[src/hdl/irq_status_defines.svh]
// Register offsets, bit positions, masks and reset values of the interrupt status collector.
// Assumes it is included by bare name from the design files.
`ifndef IRQ_STATUS_DEFINES_SVH
`define IRQ_STATUS_DEFINES_SVH

// ----------------------------------------------------------------------------
// Register offsets
// ----------------------------------------------------------------------------
`define OFS_INTERRUPT_STATUS 8'h58
`define OFS_INTERRUPT_ENABLE 8'h5C
`define OFS_BYTE_TEST        8'h64
`define OFS_FIFO_LEVEL       8'h68

// ----------------------------------------------------------------------------
// Status bit positions
// ----------------------------------------------------------------------------
`define BIT_SOFTWARE         31
`define BIT_TX_HALTED        25
`define BIT_RX_HALTED        24
`define BIT_DROP_MIDPOINT    23
`define BIT_TX_LOADED        21
`define BIT_RX_DMA           20
`define BIT_TIMER_WRAP       19
`define BIT_TRANSCEIVER      18
`define BIT_POWER_EVENT      17
`define BIT_TX_STATUS_OVF    16
`define BIT_RX_WATCHDOG      15
`define BIT_RX_ERROR         14
`define BIT_TX_ERROR         13
`define BIT_TX_DATA_OVERRUN  10
`define BIT_TX_SPACE         9
`define BIT_TX_STATUS_FULL   8
`define BIT_TX_STATUS_LEVEL  7
`define BIT_RX_DROPPED       6
`define BIT_RX_STATUS_FULL   4
`define BIT_RX_STATUS_LEVEL  3
`define BIT_PIN_HI           2
`define BIT_PIN_LO           0

// ----------------------------------------------------------------------------
// Masks and reset values
// ----------------------------------------------------------------------------
`define STATUS_CLEAR_MASK    32'h83BBE7DF
`define STATUS_READ_MASK     32'h83BFE7DF
`define STATUS_RESET         32'h00000000
`define ENABLE_RESET         32'h00000000
`define FIFO_LEVEL_RESET     32'h48000000
`define FIFO_LEVEL_MASK      32'hFFFF00FF
`define BYTE_TEST_VALUE      32'h87654321
`define READ_IDLE            32'h00000000

// ----------------------------------------------------------------------------
// Event thresholds and FIFO level fields
// ----------------------------------------------------------------------------
`define DROP_MID_LO          32'h7FFFFFFF
`define DROP_MID_HI          32'h80000000
`define TIMER_ZERO           16'h0000
`define TIMER_WRAP           16'hFFFF
`define RX_WATCHDOG_BYTES    16'h0800
`define TX_AVAIL_MSB         31
`define TX_AVAIL_LSB         24
`define TX_STS_LEVEL_MSB     23
`define TX_STS_LEVEL_LSB     16
`define RX_STS_LEVEL_MSB     7
`define RX_STS_LEVEL_LSB     0

`endif

[src/hdl/irq_status_pkg.sv]
// Types shared by the interrupt status collector.
// Assumes the defines header supplies all numeric constants.
package irq_status_pkg;

  typedef logic [31:0] word_type;

  typedef enum logic [2:0] {
    SEL_NONE,
    SEL_STATUS,
    SEL_ENABLE,
    SEL_BYTE_TEST,
    SEL_FIFO_LEVEL
  } reg_sel_type;

endpackage

[src/hdl/interrupt_status_collector.sv]
// Interrupt status collector: sticky event flags, enable mask and register port.
// Assumes event inputs are synchronous to i_clk and the host uses the plain register port.
//
// The strobed register port is this design's own decision.
`timescale 1ns/100ps
`include "irq_status_defines.svh"

module interrupt_status_collector #(
  parameter int ADDR_WIDTH = 8,
  parameter int LEN_WIDTH  = 16,
  parameter int PIN_COUNT  = 3
) (
  input  wire logic                      i_clk,
  input  wire logic                      i_rst,
  input  wire logic [ADDR_WIDTH-1:0]     i_addr,
  input  wire irq_status_pkg::word_type  i_wdata,
  input  wire logic                      i_wr,
  input  wire logic                      i_rd,
  output irq_status_pkg::word_type       o_rdata,
  input  wire logic                      i_stop_tx_request,
  input  wire logic                      i_tx_halted,
  input  wire logic                      i_rx_halted,
  input  wire irq_status_pkg::word_type  i_drop_count,
  input  wire logic                      i_tx_buffer_loaded,
  input  wire logic                      i_completion_notify,
  input  wire logic                      i_rx_dma_done,
  input  wire logic [15:0]               i_timer_value,
  input  wire logic                      i_transceiver_event,
  input  wire logic                      i_power_event,
  input  wire logic                      i_tx_status_overflow,
  input  wire logic                      i_rx_frame_done,
  input  wire logic [LEN_WIDTH-1:0]      i_rx_frame_length,
  input  wire logic                      i_rx_error,
  input  wire logic                      i_tx_error,
  input  wire logic                      i_tx_data_write,
  input  wire logic                      i_tx_data_full,
  input  wire logic [7:0]                i_tx_free_blocks,
  input  wire logic                      i_tx_status_full,
  input  wire logic [7:0]                i_tx_status_used,
  input  wire logic                      i_rx_frame_dropped,
  input  wire logic                      i_rx_status_full,
  input  wire logic [7:0]                i_rx_status_used,
  input  wire logic [PIN_COUNT-1:0]      i_pin_events,
  output logic                           o_irq_internal,
  output logic                           o_irq_holdable,
  output logic                           o_irq_power,
  output logic                           o_wake
);
  import irq_status_pkg::*;

  // --------------------------------------------------------------------------
  // Registers
  // --------------------------------------------------------------------------
  word_type              status_r;
  word_type              status_nxt;
  word_type              enable_r;
  word_type              enable_nxt;
  word_type              fifo_level_r;
  word_type              fifo_level_nxt;
  word_type              rdata_r;
  word_type              rdata_nxt;
  word_type              drop_prev_r;
  logic [15:0]           timer_prev_r;
  logic                  wake_r;

  // --------------------------------------------------------------------------
  // Address decode
  // --------------------------------------------------------------------------
  reg_sel_type           sel;
  wire logic             hit_status;
  wire logic             hit_enable;
  wire logic             hit_test;
  wire logic             hit_fifo;

  assign hit_status = (i_addr == `OFS_INTERRUPT_STATUS);
  assign hit_enable = (i_addr == `OFS_INTERRUPT_ENABLE);
  assign hit_test   = (i_addr == `OFS_BYTE_TEST);
  assign hit_fifo   = (i_addr == `OFS_FIFO_LEVEL);

  always_comb begin
    if (hit_status) begin
      sel = SEL_STATUS;
    end else if (hit_enable) begin
      sel = SEL_ENABLE;
    end else if (hit_test) begin
      sel = SEL_BYTE_TEST;
    end else if (hit_fifo) begin
      sel = SEL_FIFO_LEVEL;
    end else begin
      sel = SEL_NONE;
    end
  end

  wire logic             wr_status;
  wire logic             wr_enable;
  wire logic             wr_test;
  wire logic             wr_fifo;

  assign wr_status = i_wr && (sel == SEL_STATUS);
  assign wr_enable = i_wr && (sel == SEL_ENABLE);
  assign wr_test   = i_wr && (sel == SEL_BYTE_TEST);
  assign wr_fifo   = i_wr && (sel == SEL_FIFO_LEVEL);

  // --------------------------------------------------------------------------
  // Event detection
  // --------------------------------------------------------------------------
  wire logic [7:0]       tx_avail_level;
  wire logic [7:0]       tx_sts_level;
  wire logic [7:0]       rx_sts_level;
  wire logic             sw_enable_rise;
  wire logic             drop_midpoint;
  wire logic             timer_wrap;
  wire logic             rx_too_long;
  word_type              set_vec;
  word_type              clear_vec;
  word_type              status_view;

  assign tx_avail_level = fifo_level_r[`TX_AVAIL_MSB:`TX_AVAIL_LSB];
  assign tx_sts_level   = fifo_level_r[`TX_STS_LEVEL_MSB:`TX_STS_LEVEL_LSB];
  assign rx_sts_level   = fifo_level_r[`RX_STS_LEVEL_MSB:`RX_STS_LEVEL_LSB];

  // The software flag fires when the enable goes from clear to set by a write.
  assign sw_enable_rise = wr_enable && i_wdata[`BIT_SOFTWARE] && !enable_r[`BIT_SOFTWARE];
  assign drop_midpoint  = (drop_prev_r == `DROP_MID_LO) && (i_drop_count == `DROP_MID_HI);
  assign timer_wrap     = (timer_prev_r == `TIMER_ZERO) && (i_timer_value == `TIMER_WRAP);
  assign rx_too_long    = i_rx_frame_done
                          && (i_rx_frame_length > LEN_WIDTH'(`RX_WATCHDOG_BYTES));

  // Every flag is fed from its source alone; the enable mask is consulted only for the software flag's rise.
  always_comb begin
    set_vec                        = `STATUS_RESET;
    set_vec[`BIT_SOFTWARE]         = sw_enable_rise;
    set_vec[`BIT_TX_HALTED]        = i_stop_tx_request && i_tx_halted;
    set_vec[`BIT_RX_HALTED]        = i_rx_halted;
    set_vec[`BIT_DROP_MIDPOINT]    = drop_midpoint;
    set_vec[`BIT_TX_LOADED]        = i_tx_buffer_loaded && i_completion_notify;
    set_vec[`BIT_RX_DMA]           = i_rx_dma_done;
    set_vec[`BIT_TIMER_WRAP]       = timer_wrap;
    set_vec[`BIT_POWER_EVENT]      = i_power_event;
    set_vec[`BIT_TX_STATUS_OVF]    = i_tx_status_overflow;
    set_vec[`BIT_RX_WATCHDOG]      = rx_too_long;
    set_vec[`BIT_RX_ERROR]         = i_rx_error;
    set_vec[`BIT_TX_ERROR]         = i_tx_error;
    set_vec[`BIT_TX_DATA_OVERRUN]  = i_tx_data_write && i_tx_data_full;
    set_vec[`BIT_TX_SPACE]         = (i_tx_free_blocks > tx_avail_level);
    set_vec[`BIT_TX_STATUS_FULL]   = i_tx_status_full;
    set_vec[`BIT_TX_STATUS_LEVEL]  = (i_tx_status_used > tx_sts_level);
    set_vec[`BIT_RX_DROPPED]       = i_rx_frame_dropped;
    set_vec[`BIT_RX_STATUS_FULL]   = i_rx_status_full;
    set_vec[`BIT_RX_STATUS_LEVEL]  = (i_rx_status_used > rx_sts_level);
    set_vec[`BIT_PIN_HI:`BIT_PIN_LO] = i_pin_events;
  end

  // Only defined write-one-to-clear bits react to a write; bit 18 and reserved bits do not.
  assign clear_vec = wr_status ? (i_wdata & `STATUS_CLEAR_MASK) : `STATUS_RESET;

  // A new event in the clearing cycle keeps its flag set.
  assign status_nxt = ((status_r & ~clear_vec) | set_vec) & `STATUS_CLEAR_MASK;

  // The transceiver bit is a live view of its source and is never stored.
  always_comb begin
    status_view                    = status_r;
    status_view[`BIT_TRANSCEIVER]  = i_transceiver_event;
  end

  assign enable_nxt     = wr_enable ? (i_wdata & `STATUS_READ_MASK) : enable_r;
  assign fifo_level_nxt = wr_fifo ? (i_wdata & `FIFO_LEVEL_MASK) : fifo_level_r;

  // --------------------------------------------------------------------------
  // Read data
  // --------------------------------------------------------------------------
  always_comb begin
    rdata_nxt = `READ_IDLE;
    if (i_rd) begin
      case (sel)
        SEL_STATUS:     rdata_nxt = status_view & `STATUS_READ_MASK;
        SEL_ENABLE:     rdata_nxt = enable_r;
        SEL_BYTE_TEST:  rdata_nxt = `BYTE_TEST_VALUE;
        SEL_FIFO_LEVEL: rdata_nxt = fifo_level_r;
        default:        rdata_nxt = `READ_IDLE;
      endcase
    end
  end

  // --------------------------------------------------------------------------
  // State
  // --------------------------------------------------------------------------
  always_ff @(posedge i_clk or posedge i_rst) begin
    if (i_rst) begin
      status_r     <= `STATUS_RESET;
      enable_r     <= `ENABLE_RESET;
      fifo_level_r <= `FIFO_LEVEL_RESET;
      rdata_r      <= `READ_IDLE;
      drop_prev_r  <= `DROP_MID_HI;
      timer_prev_r <= `TIMER_WRAP;
      wake_r       <= 1'b0;
    end else begin
      status_r     <= status_nxt;
      enable_r     <= enable_nxt;
      fifo_level_r <= fifo_level_nxt;
      rdata_r      <= rdata_nxt;
      drop_prev_r  <= i_drop_count;
      timer_prev_r <= i_timer_value;
      wake_r       <= wr_test;
    end
  end

  // --------------------------------------------------------------------------
  // Outputs
  // --------------------------------------------------------------------------
  wire word_type         pending;

  assign pending        = status_view & enable_r;
  assign o_irq_internal = |pending;
  // The power event leaves on its own line so the hold-off timer cannot delay it.
  assign o_irq_holdable = |(pending & ~(32'h00000001 << `BIT_POWER_EVENT));
  assign o_irq_power    = pending[`BIT_POWER_EVENT];
  assign o_rdata        = rdata_r;
  assign o_wake         = wake_r;
endmodule

[config.mk]
export PLATFORM = sky130hd
export DESIGN_NAME = interrupt_status_collector
export DESIGN_NICKNAME = d
export VERILOG_FILES = /design/src/hdl/irq_status_pkg.sv /design/src/hdl/interrupt_status_collector.sv
export VERILOG_INCLUDE_DIRS = /design/src /design/src/hdl
export SDC_FILE = /design/constraint.sdc
export NUM_CORES = 1
export LEC_CHECK = 0
export ABC_AREA = 1
export BUFFER_PORTS_ARGS = -buffer_cell sky130_fd_sc_hd__buf_2
export CAP_MARGIN = 20
export CORE_UTILIZATION = 55
export CTS_CLUSTER_DIAMETER = 60
export DETAILED_ROUTE_END_ITERATION = 10
export PLACE_DENSITY = 0.82
export SYNTH_ARGS = -nofsm -noshare
export SYNTH_HDL_FRONTEND = slang
export SYNTH_SLANG_ARGS = --single-unit
[constraint.sdc]
create_clock -name i_clk -period 7.8 [get_ports i_clk]
set_input_delay 1.56 -clock i_clk [delete_from_list [all_inputs] [get_ports i_clk]]
set_output_delay 1.56 -clock i_clk [all_outputs]
set_load 0.01 [all_outputs]
==> qor.yml, run 1 <==
run_status:
  status: "complete, no violations"
synth:
  syn_area_sq_um: 6720
  synth_top_area_cell: "dfrtp_1"
  yosys-top-cells-area: "dfrtp_1 48%, nand2_1 14%, dfstp_2 7.4%"
  synthTopCellsByCount: "242 x nand2_1, 129 x dfrtp_1, 94 x nor2_1"
  ys_types: 28
  avgSynthCellArea_sq_um: 8.50
  yosysTopAreaCellShare: 0.480
  ys.flop_type: "dfrtp_1"
  yosysSeqAreaShare: 0.555
  async_flop_share: 1.00
  yosysMostFrequentCell: "nand2_1"
  synth-edff-count: 0
  yosys_warnings: 0
  synthCells: 791
  synth_seq_cells: 148
route:
  firstDrtPassIters: 8
  drcViolationCount: 0
  routed_wl_microns: 14900
  routed-via-count: 5655
  drtIter0Drc: 431
  wire_per_inst_microns: 13.2
  vias_per_cell: 5.00
  drtAntennaViolNets: 0
grt:
  grt_max_degree: 82
  grt_overflow: 0
  grt_most_used_layer: "met2"
  track_usage: 0.253
  grt_use_met1: 0.322
  grt_pass1_vias: 5279
  antenna_found_initial: 1
  grtUsageMet3: 0.0594
  grt_pass1_wl_microns: 24300
  use_met2: 0.415
critical_path:
  cp_common_cell: "nand2_1"
  cp_max_fo: 2
  slowest_stage: "nor2_1"
  cp-end-kind: "primary output"
  cp.required_ns: 6.24
  max_stage_delay_ns: 0.18
  crit_family: "simple AND/OR/NAND/NOR gates"
  critPathLaunchType: "primary input"
  worstSetupPathType: "in2out"
  cp_cell_sequence: "buf_2 > nand2_1 > nand2_1 > nor2_1 > nand2_1 > nor2_1 > nand3_1 > buf_2"
  critPathArrivalTime_ns: 2.34
  path_buf_inv: 2
cells_and_area:
  design_area_sq_um: 8380
  area_growth_pct: 24.7
  drive_above_1_share: 0.259
  fin_nets: 1145
sta:
  slew_viol_final: 0
  slew-limit-headroom: 0.339
  finalSetupViolCount: 0
  worst_pin_slew_ns: 0.990
  hold_violations: 0
  skew_ns: 0.00544
  rsz0062_at_grt: "no"
  period_share: 0.500
  setup_tns_ns: 0
  setup_ws_ns: 3.90
  fmax_ghz: 0.257
  whs_ns: 0.468
  period_needed_ns: 3.90
clocking:
  cts_tree: "done"
  clockBufferDepth: 2
  cts_sinks: 148
  clk_pin_slew_worst_paths_ns: 0.06
  postCtsHoldBufs: 0
  post_cts_buffers: 0
  h-tree-depth: 4
  clock_latency_ns: 0.41
  cts_resized: 0
  cts_root_buffer: "clkbuf_16"
  cts_inserted_buffers: 17
place:
  gp_congestion: 0.858
  post_dp_cell_area_sq_um: 7670
  portBuffers: 183
  hpwlAfterDp_microns: 10500
  pre_cts_ws_ns: 3.72
power_and_ir_drop:
  p_per_area_nw_per_um2: 223
  p_total_mw: 1.87
  ir_drop_v: 0.000191
  p_leak_nw: 4.48
die:
  dieHeight_microns: 113
  design.die.area_sq_um: 12700
  core_area_sq_um: 12000
  ioPinCount: 188
  fp-row-count: 40
  start_util: 0.562
  die_w_microns: 113
min_path:
  hp-class: "reg2reg"
run:
  cap_violations: 0
-- metal layers --
metal | share of wire | vias up | wire length, microns
met1 | 0.44 | 2568 | 6540
met4 | 0.027 | 0 | 401
met2 | 0.47 | 222 | 6980
met3 | 0.068 | 29 | 1020
met5 | 0 | - | 0
li1 | - | 2836 | -
-- worst register-to-register path: stages (launching register included) --
cell	delay, ns
dfstp_2	0.53
inv_1	0.05
ha_1	0.26
nand2_1	0.06
nor2_1	0.18
nand4_1	0.10
nand2_1	0.08
nand2_1	0.05
-- through the flow --
stage           util  cells
2_1_floorplan      -    792
3_3_place_gp   0.641   1096
3_5_place_dp   0.641   1096
4_1_cts        0.698   1128
5_1_grt        0.701   1130
6_report       0.701   1130
-- registers in the layout, indices dropped and copies added (netlist names) --
| register | flops |
|---|---|
| timer_prev_r | 16 |
| fifo_level_r | 24 |
| o_rdata | 30 |
| status_r | 22 |
| o_wake | 1 |
| drop_prev_r | 32 |
| enable_r | 23 |
-- final timing paths --
path                                      from                to  slack [ns]  cells after the start
max reg2reg                   fifo_level_r[30]       status_r[9]        6.39                      7
max                        i_transceiver_event    o_irq_internal        3.90                      8
min                           fifo_level_r[30]  fifo_level_r[30]        0.47                      2
min reg2reg                   fifo_level_r[30]  fifo_level_r[30]        0.47                      2
min in group asynchronous                i_rst   drop_prev_r[27]        1.22                      2
max in group asynchronous                i_rst  fifo_level_r[30]        5.54                      4
-- layout by cell type (no fill, tap or decap), types with 3 or more instances in the layout --
| cell type | n |
|---|---|
| bufinv_16 | 6 |
| nand4_1 | 17 |
| buf_2 | 183 |
| inv_1 | 87 |
| dfstp_2 | 19 |
| nor2_1 | 94 |
| o21a_1 | 3 |
| o21bai_1 | 3 |
| nand2_2 | 5 |
| o21ai_0 | 21 |
| clkbuf_16 | 17 |
| clkinvlp_4 | 3 |
| a21oi_1 | 12 |
| dfrtp_1 | 129 |
| nand2_1 | 242 |
| o21ai_1 | 21 |
| nand3_1 | 65 |
| o21ai_2 | 4 |
| nor3_1 | 4 |
| ha_1 | 24 |
| nor2_4 | 3 |
-- cell type report --
| type | count | area, sq um |
|---|---|---|
| Sequential cell | 148 | 3730 |
| Fill cell | 940 | 3580 |
| Multi-Input combinational cell | 526 | 2480 |
| Timing Repair Buffer | 186 | 958 |
| Clock buffer | 20 | 457 |
| Inverter | 90 | 343 |
| Clock inverter | 12 | 225 |
| Tap cell | 147 | 184 |
| Antenna cell | 1 | 2.50 |
-- logic make-up after synthesis --
| kind of cell | after synthesis | share of synthesized area |
|---|---|---|
| compound gates | 66 | 0.0544 |
| fa+ha+maj | 24 | 0.0447 |
| buf+inv | 118 | 0.0765 |
| flops | 148 | 0.555 |
| other cells | 1 | 0.000558 |
| simple gates | 434 | 0.269 |
-- power breakdown --
| part | total [mW] | switching [mW] | leakage (nW) | internal (mW) |
|---|---|---|---|---|
| logic | 0.133 | 0.0780 | 2.36 | 0.0552 |
| clock network | 0.924 | 0.307 | 0.323 | 0.618 |
| registers | 0.810 | 0.0123 | 1.80 | 0.797 |
| total | 1.87 | 0.397 | 4.48 | 1.47 |
(Power assumes the default switching activity.)
==> run 2, diff against run 1 <==
--- a/config.mk
+++ b/config.mk
@@ -6,13 +6,13 @@
 export SDC_FILE = /design/constraint.sdc
 export NUM_CORES = 1
 export LEC_CHECK = 0
-export ABC_AREA = 1
+export ABC_AREA = 0
 export BUFFER_PORTS_ARGS = -buffer_cell sky130_fd_sc_hd__buf_2
 export CAP_MARGIN = 20
-export CORE_UTILIZATION = 55
+export CORE_UTILIZATION = 51
 export CTS_CLUSTER_DIAMETER = 60
 export DETAILED_ROUTE_END_ITERATION = 10
-export PLACE_DENSITY = 0.82
+export PLACE_DENSITY = 0.77
 export SYNTH_ARGS = -nofsm -noshare
 export SYNTH_HDL_FRONTEND = slang
 export SYNTH_SLANG_ARGS = --single-unit
==> constraint.sdc (replaced) <==
create_clock -name i_clk -period 3.91 [get_ports i_clk]
set_input_delay 0.782 -clock i_clk [delete_from_list [all_inputs] [get_ports i_clk]]
set_output_delay 0.782 -clock i_clk [all_outputs]
set_load 0.01 [all_outputs]
==> run 2 against run 1 <==
Compared with the run above:
- via count decreased by 15%
- non-clock buffer count increased by 7
- critical path type is now reg2out
- final cell count decreased by 25%
==> qor.yml, run 2 <==
power_and_ir_drop:
  p_sw_mw: 0.801  # was 0.397 mW
  combPwrFrac: 0.074  # was 0.071
  pwr-share-clk: 0.476  # was 0.495
  p_sw_frac: 0.223  # was 0.213
  ir_drop_v: 0.000426  # was 0.000191 V
  p_leak_nw: 3.87  # was 4.48 nW
  p_per_area_nw_per_um2: 450  # was 223 nW/um^2
  p_int_mw: 2.79  # was 1.47 mW
  pwr-share-seq: 0.450  # was 0.434
  p_total_mw: 3.60  # was 1.87 mW
sta:
  rsz0062_at_grt: "no"  # unchanged
  skew_ns: 0.0112  # was 0.00544 ns
  slew_viol_final: 0  # unchanged
  fmax_ghz: 0.382
  setup_tns_ns: 0  # unchanged
  worst_pin_slew_ns: 0.884  # was 0.990 ns
  period_needed_ns: 2.62
  slew-limit-headroom: 0.410  # was 0.339
  hold_violations: 0  # unchanged
  finalSetupViolCount: 0  # unchanged
  period_share: 0.669
  setup_ws_ns: 1.29  # was 3.90 ns
route:
  drtAntennaViolNets: 0  # unchanged
  wire_per_inst_microns: 17.8  # was 13.2 microns
  firstDrtPassIters: 7  # was 8
  drcViolationCount: 0  # unchanged
  routed-via-count: 4824  # was 5655
  drtIter0Drc: 412  # was 431
  routed_wl_microns: 15000  # was 14900 microns
  vias_per_cell: 5.70  # was 5.00
synth:
  yosysMostFrequentCell: "dfrtp_1"  # was nand2_1
  synth_seq_cells: 148  # unchanged
  ys_types: 43  # was 28
  yosys-top-cells-area: "dfrtp_1 52%, dfstp_2 8.0%, mux2_2 4.9%"  # was dfrtp_1 48%, nand2_1 14%, dfstp_2 7.4%
  synth_mux_area_frac: 0.0983  # was 0
  yosysTopAreaCellShare: 0.517  # was 0.480
  avgSynthCellArea_sq_um: 12.7  # was 8.50 sq um
  synthCells: 493  # was 791
  synthTopCellsByCount: "129 x dfrtp_1, 38 x nand2_1, 29 x inv_1"  # was 242 x nand2_1, 129 x dfrtp_1, 94 x nor2_1
  yosysSeqAreaShare: 0.597  # was 0.555
  synth_top_family_by_area: "compound AO/OA/AOI/OAI gates"  # was simple AND/OR/NAND/NOR gates
  synthXorXnorAreaFrac: 0.00140  # was 0
  async_flop_share: 1.00  # unchanged
  yosys_warnings: 0  # unchanged
  synth_adder_area_share: 0.0481  # was 0.0447
  synth_top_area_cell: "dfrtp_1"  # unchanged
  ys.flop_type: "dfrtp_1"  # unchanged
  synth_compound_area_frac: 0.111  # was 0.0544
  synth-edff-count: 0  # unchanged
  syn_area_sq_um: 6250  # was 6720 sq um
  synth-simple-area-share: 0.110  # was 0.269
cells_and_area:
  area_growth_pct: 27.8  # was 24.7%
  drive_above_1_share: 0.423  # was 0.259
  layout_commonest_cell: "buf_2"  # was nand2_1
  mostFrequentLayoutCells: "183 x buf_2, 129 x dfrtp_1, 38 x nand2_1, 28 x inv_1, 27 x mux2_2"  # was 242 x nand2_1, 183 x buf_2, 129 x dfrtp_1, 94 x nor2_1, 87 x inv_1
  fin_nets: 862  # was 1145
  largest_register_ff_count: 32  # unchanged
  diodes: 0  # was 1
  top_register: "drop_prev_r"  # unchanged
  final_core_util: 0.668  # was 0.701
run_status:
  status: "complete, no violations"  # unchanged
critical_path:
  critPathArrivalTime_ns: 1.83  # was 2.34 ns
  worstSetupPathType: "reg2out"  # was in2out
  critPathLaunchType: "flip-flop"  # was primary input
  cp.required_ns: 3.13  # was 6.24 ns
  r2r_cells: 6  # was 7
  cp_max_fo: 3  # was 2
  cp-end-kind: "primary output"  # unchanged
  reg2reg_slack_ns: 2.04  # was 6.39 ns
die:
  dieHeight_microns: 113  # about the same
  ioPinCount: 188  # unchanged
  core_area_sq_um: 12000  # unchanged
  design.die.area_sq_um: 12700  # about the same
  start_util: 0.522  # was 0.562
  fp-row-count: 40  # unchanged
  die_w_microns: 113  # about the same
place:
  hpwlAfterDp_microns: 10400  # was 10500 microns
  pre_cts_ws_ns: 1.10  # was 3.72 ns
  portBuffers: 183  # unchanged
  gp_congestion: 0.832  # was 0.858
clocking:
  clockBufferDepth: 2  # unchanged
  cts_resized: 0  # unchanged
  cts_sinks: 148  # unchanged
  clk_pin_slew_worst_paths_ns: 0.06  # about the same
  cts_inserted_buffers: 17  # unchanged
  clock_latency_ns: 0.42  # was 0.41 ns
  post_cts_buffers: 0  # unchanged
  postCtsHoldBufs: 0  # unchanged
  cts_root_buffer: "clkbuf_16"  # unchanged
  cts_tree: "done"  # unchanged
  h-tree-depth: 4  # unchanged
grt:
  grt_pass1_vias: 5076  # was 5279
  grt_max_degree: 149  # was 82
  grt_pass1_wl_microns: 24600  # was 24300 microns
  track_usage: 0.257  # was 0.253
  grt_overflow: 0  # unchanged
  antenna_found_initial: 4  # was 1
min_path:
  hp-class: "in2reg"  # was reg2reg
  hold_depth: 1  # was 2
run:
  cap_violations: 0  # unchanged
## run 2: stage by stage
stage               area, sq um  hold slack (ns)  cells
finish                     7990            0.472    846
global route               7990            0.451    846
detailed placement         7350            0.497    814
floorplan                  6250            0.465    494
CTS                        7990            0.453    846
global placement           7350            0.488    814
## run 2: cells by family (layout without fill, tap and decap cells)
logic type,after synthesis,in the layout
compound gates,93,93
mux,48,48
buf+inv,49,254
fa+ha+maj,24,24
simple gates,129,129
other cells,1,2
xor+xnor,1,1
flops,148,148
## run 2: cell type report
cell class,count,area (sq um)
fillers,879,3980
well taps,147,184
repair buffers,193,1000
clock inverters,14,201
inverters,29,113
flip-flops and latches,148,3730
multi-input cells,297,2330
clock buffers,18,429
## run 2: metal layers
metal  wire [microns]  vias up  global-route usage  part of all wire
li1                 -     2197                   -                 -
met1             6270     2382               0.324              0.42
met2             7260      213               0.411              0.48
met3             1170       28              0.0794             0.078
met4              306        4               0.110             0.020
met5               23        -                   0            0.0015
## run 2: power groups by stage
stage	sequential [mW]	clock, mW	combinational (mW)
after global routing	1.62	1.82	0.297
after CTS	1.62	1.75	0.268
after global placement	1.64	0	0.254
after detailed placement	1.64	0	0.266
final	1.62	1.71	0.266
after floorplan	1.63	0	0.131
## run 2: critical path, cell delays in order (launching register included)
cell      delay (ns)
dfrtp_1         0.40
a22o_1          0.23
a221oi_1        0.28
and3_1          0.28
nand3b_1        0.09
buf_2           0.15
## run 2: final timing paths
kind                               endpoint              start
hold reg to reg                status_r[17]       status_r[17]
hold / removal             timer_prev_r[10]  i_timer_value[10]
setup reg to reg                status_r[9]   fifo_level_r[27]
max in group asynchronous       status_r[3]              i_rst
min in group asynchronous      status_r[25]              i_rst
setup / recovery             o_irq_internal       status_r[21]
==> run 3, diff against run 2 <==
==> constraint.sdc (replaced) <==
create_clock -name i_clk -period 2.59 [get_ports i_clk]
set_input_delay 0.518 -clock i_clk [delete_from_list [all_inputs] [get_ports i_clk]]
set_output_delay 0.518 -clock i_clk [all_outputs]
set_load 0.01 [all_outputs]
==> run 3 against run 2 <==
Compared with the run above:
- combinational power grew 50%
- worst setup slack worse by 1.1 ns
- clock skew fell by 0.0047 ns
- clock power grew 47%
- critical path type unchanged
- largest cell class unchanged
==> qor.yml, run 3 (synthesis results as in run 2) <==
sta:
  period_share: 0.914
  finalSetupViolCount: 0  # unchanged
  setup_tns_ns: 0  # unchanged
  period_needed_ns: 2.37
  skew_ns: 0.00643  # was 0.0112 ns
  slew-limit-headroom: 0.611  # was 0.410
  hold_violations: 0  # unchanged
  worst_pin_slew_ns: 0.582  # was 0.884 ns
  fmax_ghz: 0.422
  rsz0062_at_grt: "no"  # unchanged
  slew_viol_final: 0  # unchanged
  whs_ns: 0.164  # was 0.472 ns
grt:
  grt_pass1_wl_microns: 24400  # was 24600 microns
  antenna_found_initial: 3  # was 4
  grt_overflow: 0  # unchanged
  track_usage: 0.255  # was 0.257
  grt_max_degree: 38  # was 149
  grt_pass1_vias: 4883  # was 5076
critical_path:
  startpoint: "status_r[21]"  # unchanged
  cp-end-kind: "primary output"  # unchanged
  reg2reg_slack_ns: 0.70  # was 2.04 ns
  cp_cell_sequence: "a22o_1 > a221oi_1 > and3_1 > nand3b_1 > buf_2"  # unchanged
  r2r-end: "status_r[9]"  # unchanged
  worstSetupEndpoint: "o_irq_internal"  # unchanged
  cp_max_fo: 3  # unchanged
  cp.required_ns: 2.07  # was 3.13 ns
  max_stage_delay_ns: 0.41  # was 0.40 ns
  slowest_stage: "dfrtp_1"  # unchanged
  critPathLaunchType: "flip-flop"  # unchanged
  r2r_cells: 6  # unchanged
  r2r_start: "fifo_level_r[27]"  # unchanged
  critPathArrivalTime_ns: 1.85  # was 1.83 ns
  worstSetupPathType: "reg2out"  # unchanged
cells_and_area:
  drive_above_1_share: 0.428  # was 0.423
  design_area_sq_um: 8010  # was 7990 sq um
  fin_nets: 869  # was 862
  area_growth_pct: 28.3  # was 27.8%
  largest_register_ff_count: 32  # unchanged
  final_cells: 855  # was 846
  layout_commonest_cell: "buf_2"  # unchanged
  top_register: "drop_prev_r"  # unchanged
  mostFrequentLayoutCells: "183 x buf_2, 129 x dfrtp_1, 38 x nand2_1, 28 x inv_1, 27 x mux2_2"  # unchanged
  final_core_util: 0.670  # was 0.668
clocking:
  cts_tree: "done"  # unchanged
  cts_resized: 0  # unchanged
  post_cts_buffers: 0  # unchanged
  clockBufferDepth: 2  # unchanged
  cts_root_buffer: "clkbuf_16"  # unchanged
  postCtsHoldBufs: 0  # unchanged
  cts_inserted_buffers: 17  # unchanged
  h-tree-depth: 4  # unchanged
  cts_sinks: 148  # unchanged
  clock_latency_ns: 0.41  # was 0.42 ns
  clk_pin_slew_worst_paths_ns: 0.06  # about the same
die:
  ioPinCount: 188  # unchanged
  die_w_microns: 113  # unchanged
  dieHeight_microns: 113  # unchanged
  fp-row-count: 40  # unchanged
  start_util: 0.522  # unchanged
  design.die.area_sq_um: 12700  # unchanged
  core_area_sq_um: 12000  # unchanged
place:
  hpwlAfterDp_microns: 10800  # was 10400 microns
  gp_congestion: 0.835  # was 0.832
  dpl.cell_count: 821  # was 814
  post_dp_cell_area_sq_um: 7390  # was 7350 sq um
  portBuffers: 183  # unchanged
min_path:
  hp-class: "in2async"  # was in2reg
route:
  firstDrtPassIters: 8  # was 7
  drtAntennaViolNets: 0  # unchanged
  drcViolationCount: 0  # unchanged
  wire_per_inst_microns: 17.7  # was 17.8 microns
  drtIter0Drc: 295  # was 412
  routed_wl_microns: 15200  # was 15000 microns
  routed-via-count: 4798  # was 4824
  vias_per_cell: 5.61  # was 5.70
power_and_ir_drop:
  p_leak_nw: 3.89  # was 3.87 nW
  p_per_area_nw_per_um2: 668  # was 450 nW/um^2
  ir_drop_v: 0.000529  # was 0.000426 V
run:
  cap_violations: 0  # unchanged
run_status:
  status: "complete, no violations"  # unchanged
-- run 3: cell count changes in the layout (fill, tap and decap cells not counted) --
cell / previous run / this run
clkbuf_1: 1 / 2
clkinvlp_4: 3 / 4
bufinv_16: 4 / 3
clkinv_4: 4 / 3
clkbuf_8: 0 / 2
diode_2: 0 / 2
inv_6: 3 / 1
buf_4: 9 / 17
buf_12: 1 / 0
-- run 3: layer usage --
metal / wire length [microns] / global-route usage / vias to the layer above
met2: 7530 / 0.421 / 229
met4: 282 / 0.0871 / 2
met5: 8 / 0 / -
met1: 5980 / 0.319 / 2338
li1: - / - / 2205
met3: 1370 / 0.0794 / 24
-- run 3: worst min-delay path by stage --
stage | cells past startpoint | startpoint | to
3_5_place_dp | 1 | status_r[17] | status_r[17]
2_1_floorplan | 1 | status_r[17] | status_r[17]
5_1_grt | 2 | i_rst | status_r[25]
6_report | 2 | i_rst | status_r[25]
4_1_cts | 2 | i_rst | status_r[25]
3_3_place_gp | 1 | status_r[17] | status_r[17]
-- run 3: power breakdown --
group	internal (mW)	switching, mW	leakage (nW)
clock network	1.57	0.935	0.290
registers	2.40	0.0420	1.82
logic	0.197	0.203	1.78
-- run 3: metrics by stage --
step | power (mW) | worst slack, ns
global placement | 2.86 | 0.301
detailed placement | 2.88 | 0.289
global route | 5.56 | 0.0882
floorplan | 2.66 | 0.227
finish | 5.35 | 0.222
CTS | 5.39 | 0.208
-- run 3: area by class of cell --
| type | instances | area (sq um) |
|---|---|---|
| Sequential cell | 148 | 3730 |
| Timing Repair Buffer | 200 | 1040 |
| Fill cell | 876 | 3950 |
| Multi-Input combinational cell | 297 | 2330 |
| Clock inverter | 11 | 153 |
| Antenna cell | 2 | 5.00 |
| Clock buffer | 21 | 460 |
| Inverter | 29 | 113 |
| Tap cell | 147 | 184 |
-- run 3: worst max-delay path, delay by kind of cell, from the launching register on --
family	cells	cell delay [ns]
and+or+nand+nor	2	0.36
AOI/OAI and AO/OA	2	0.53
DFF	1	0.41
buffers and inverters	1	0.15
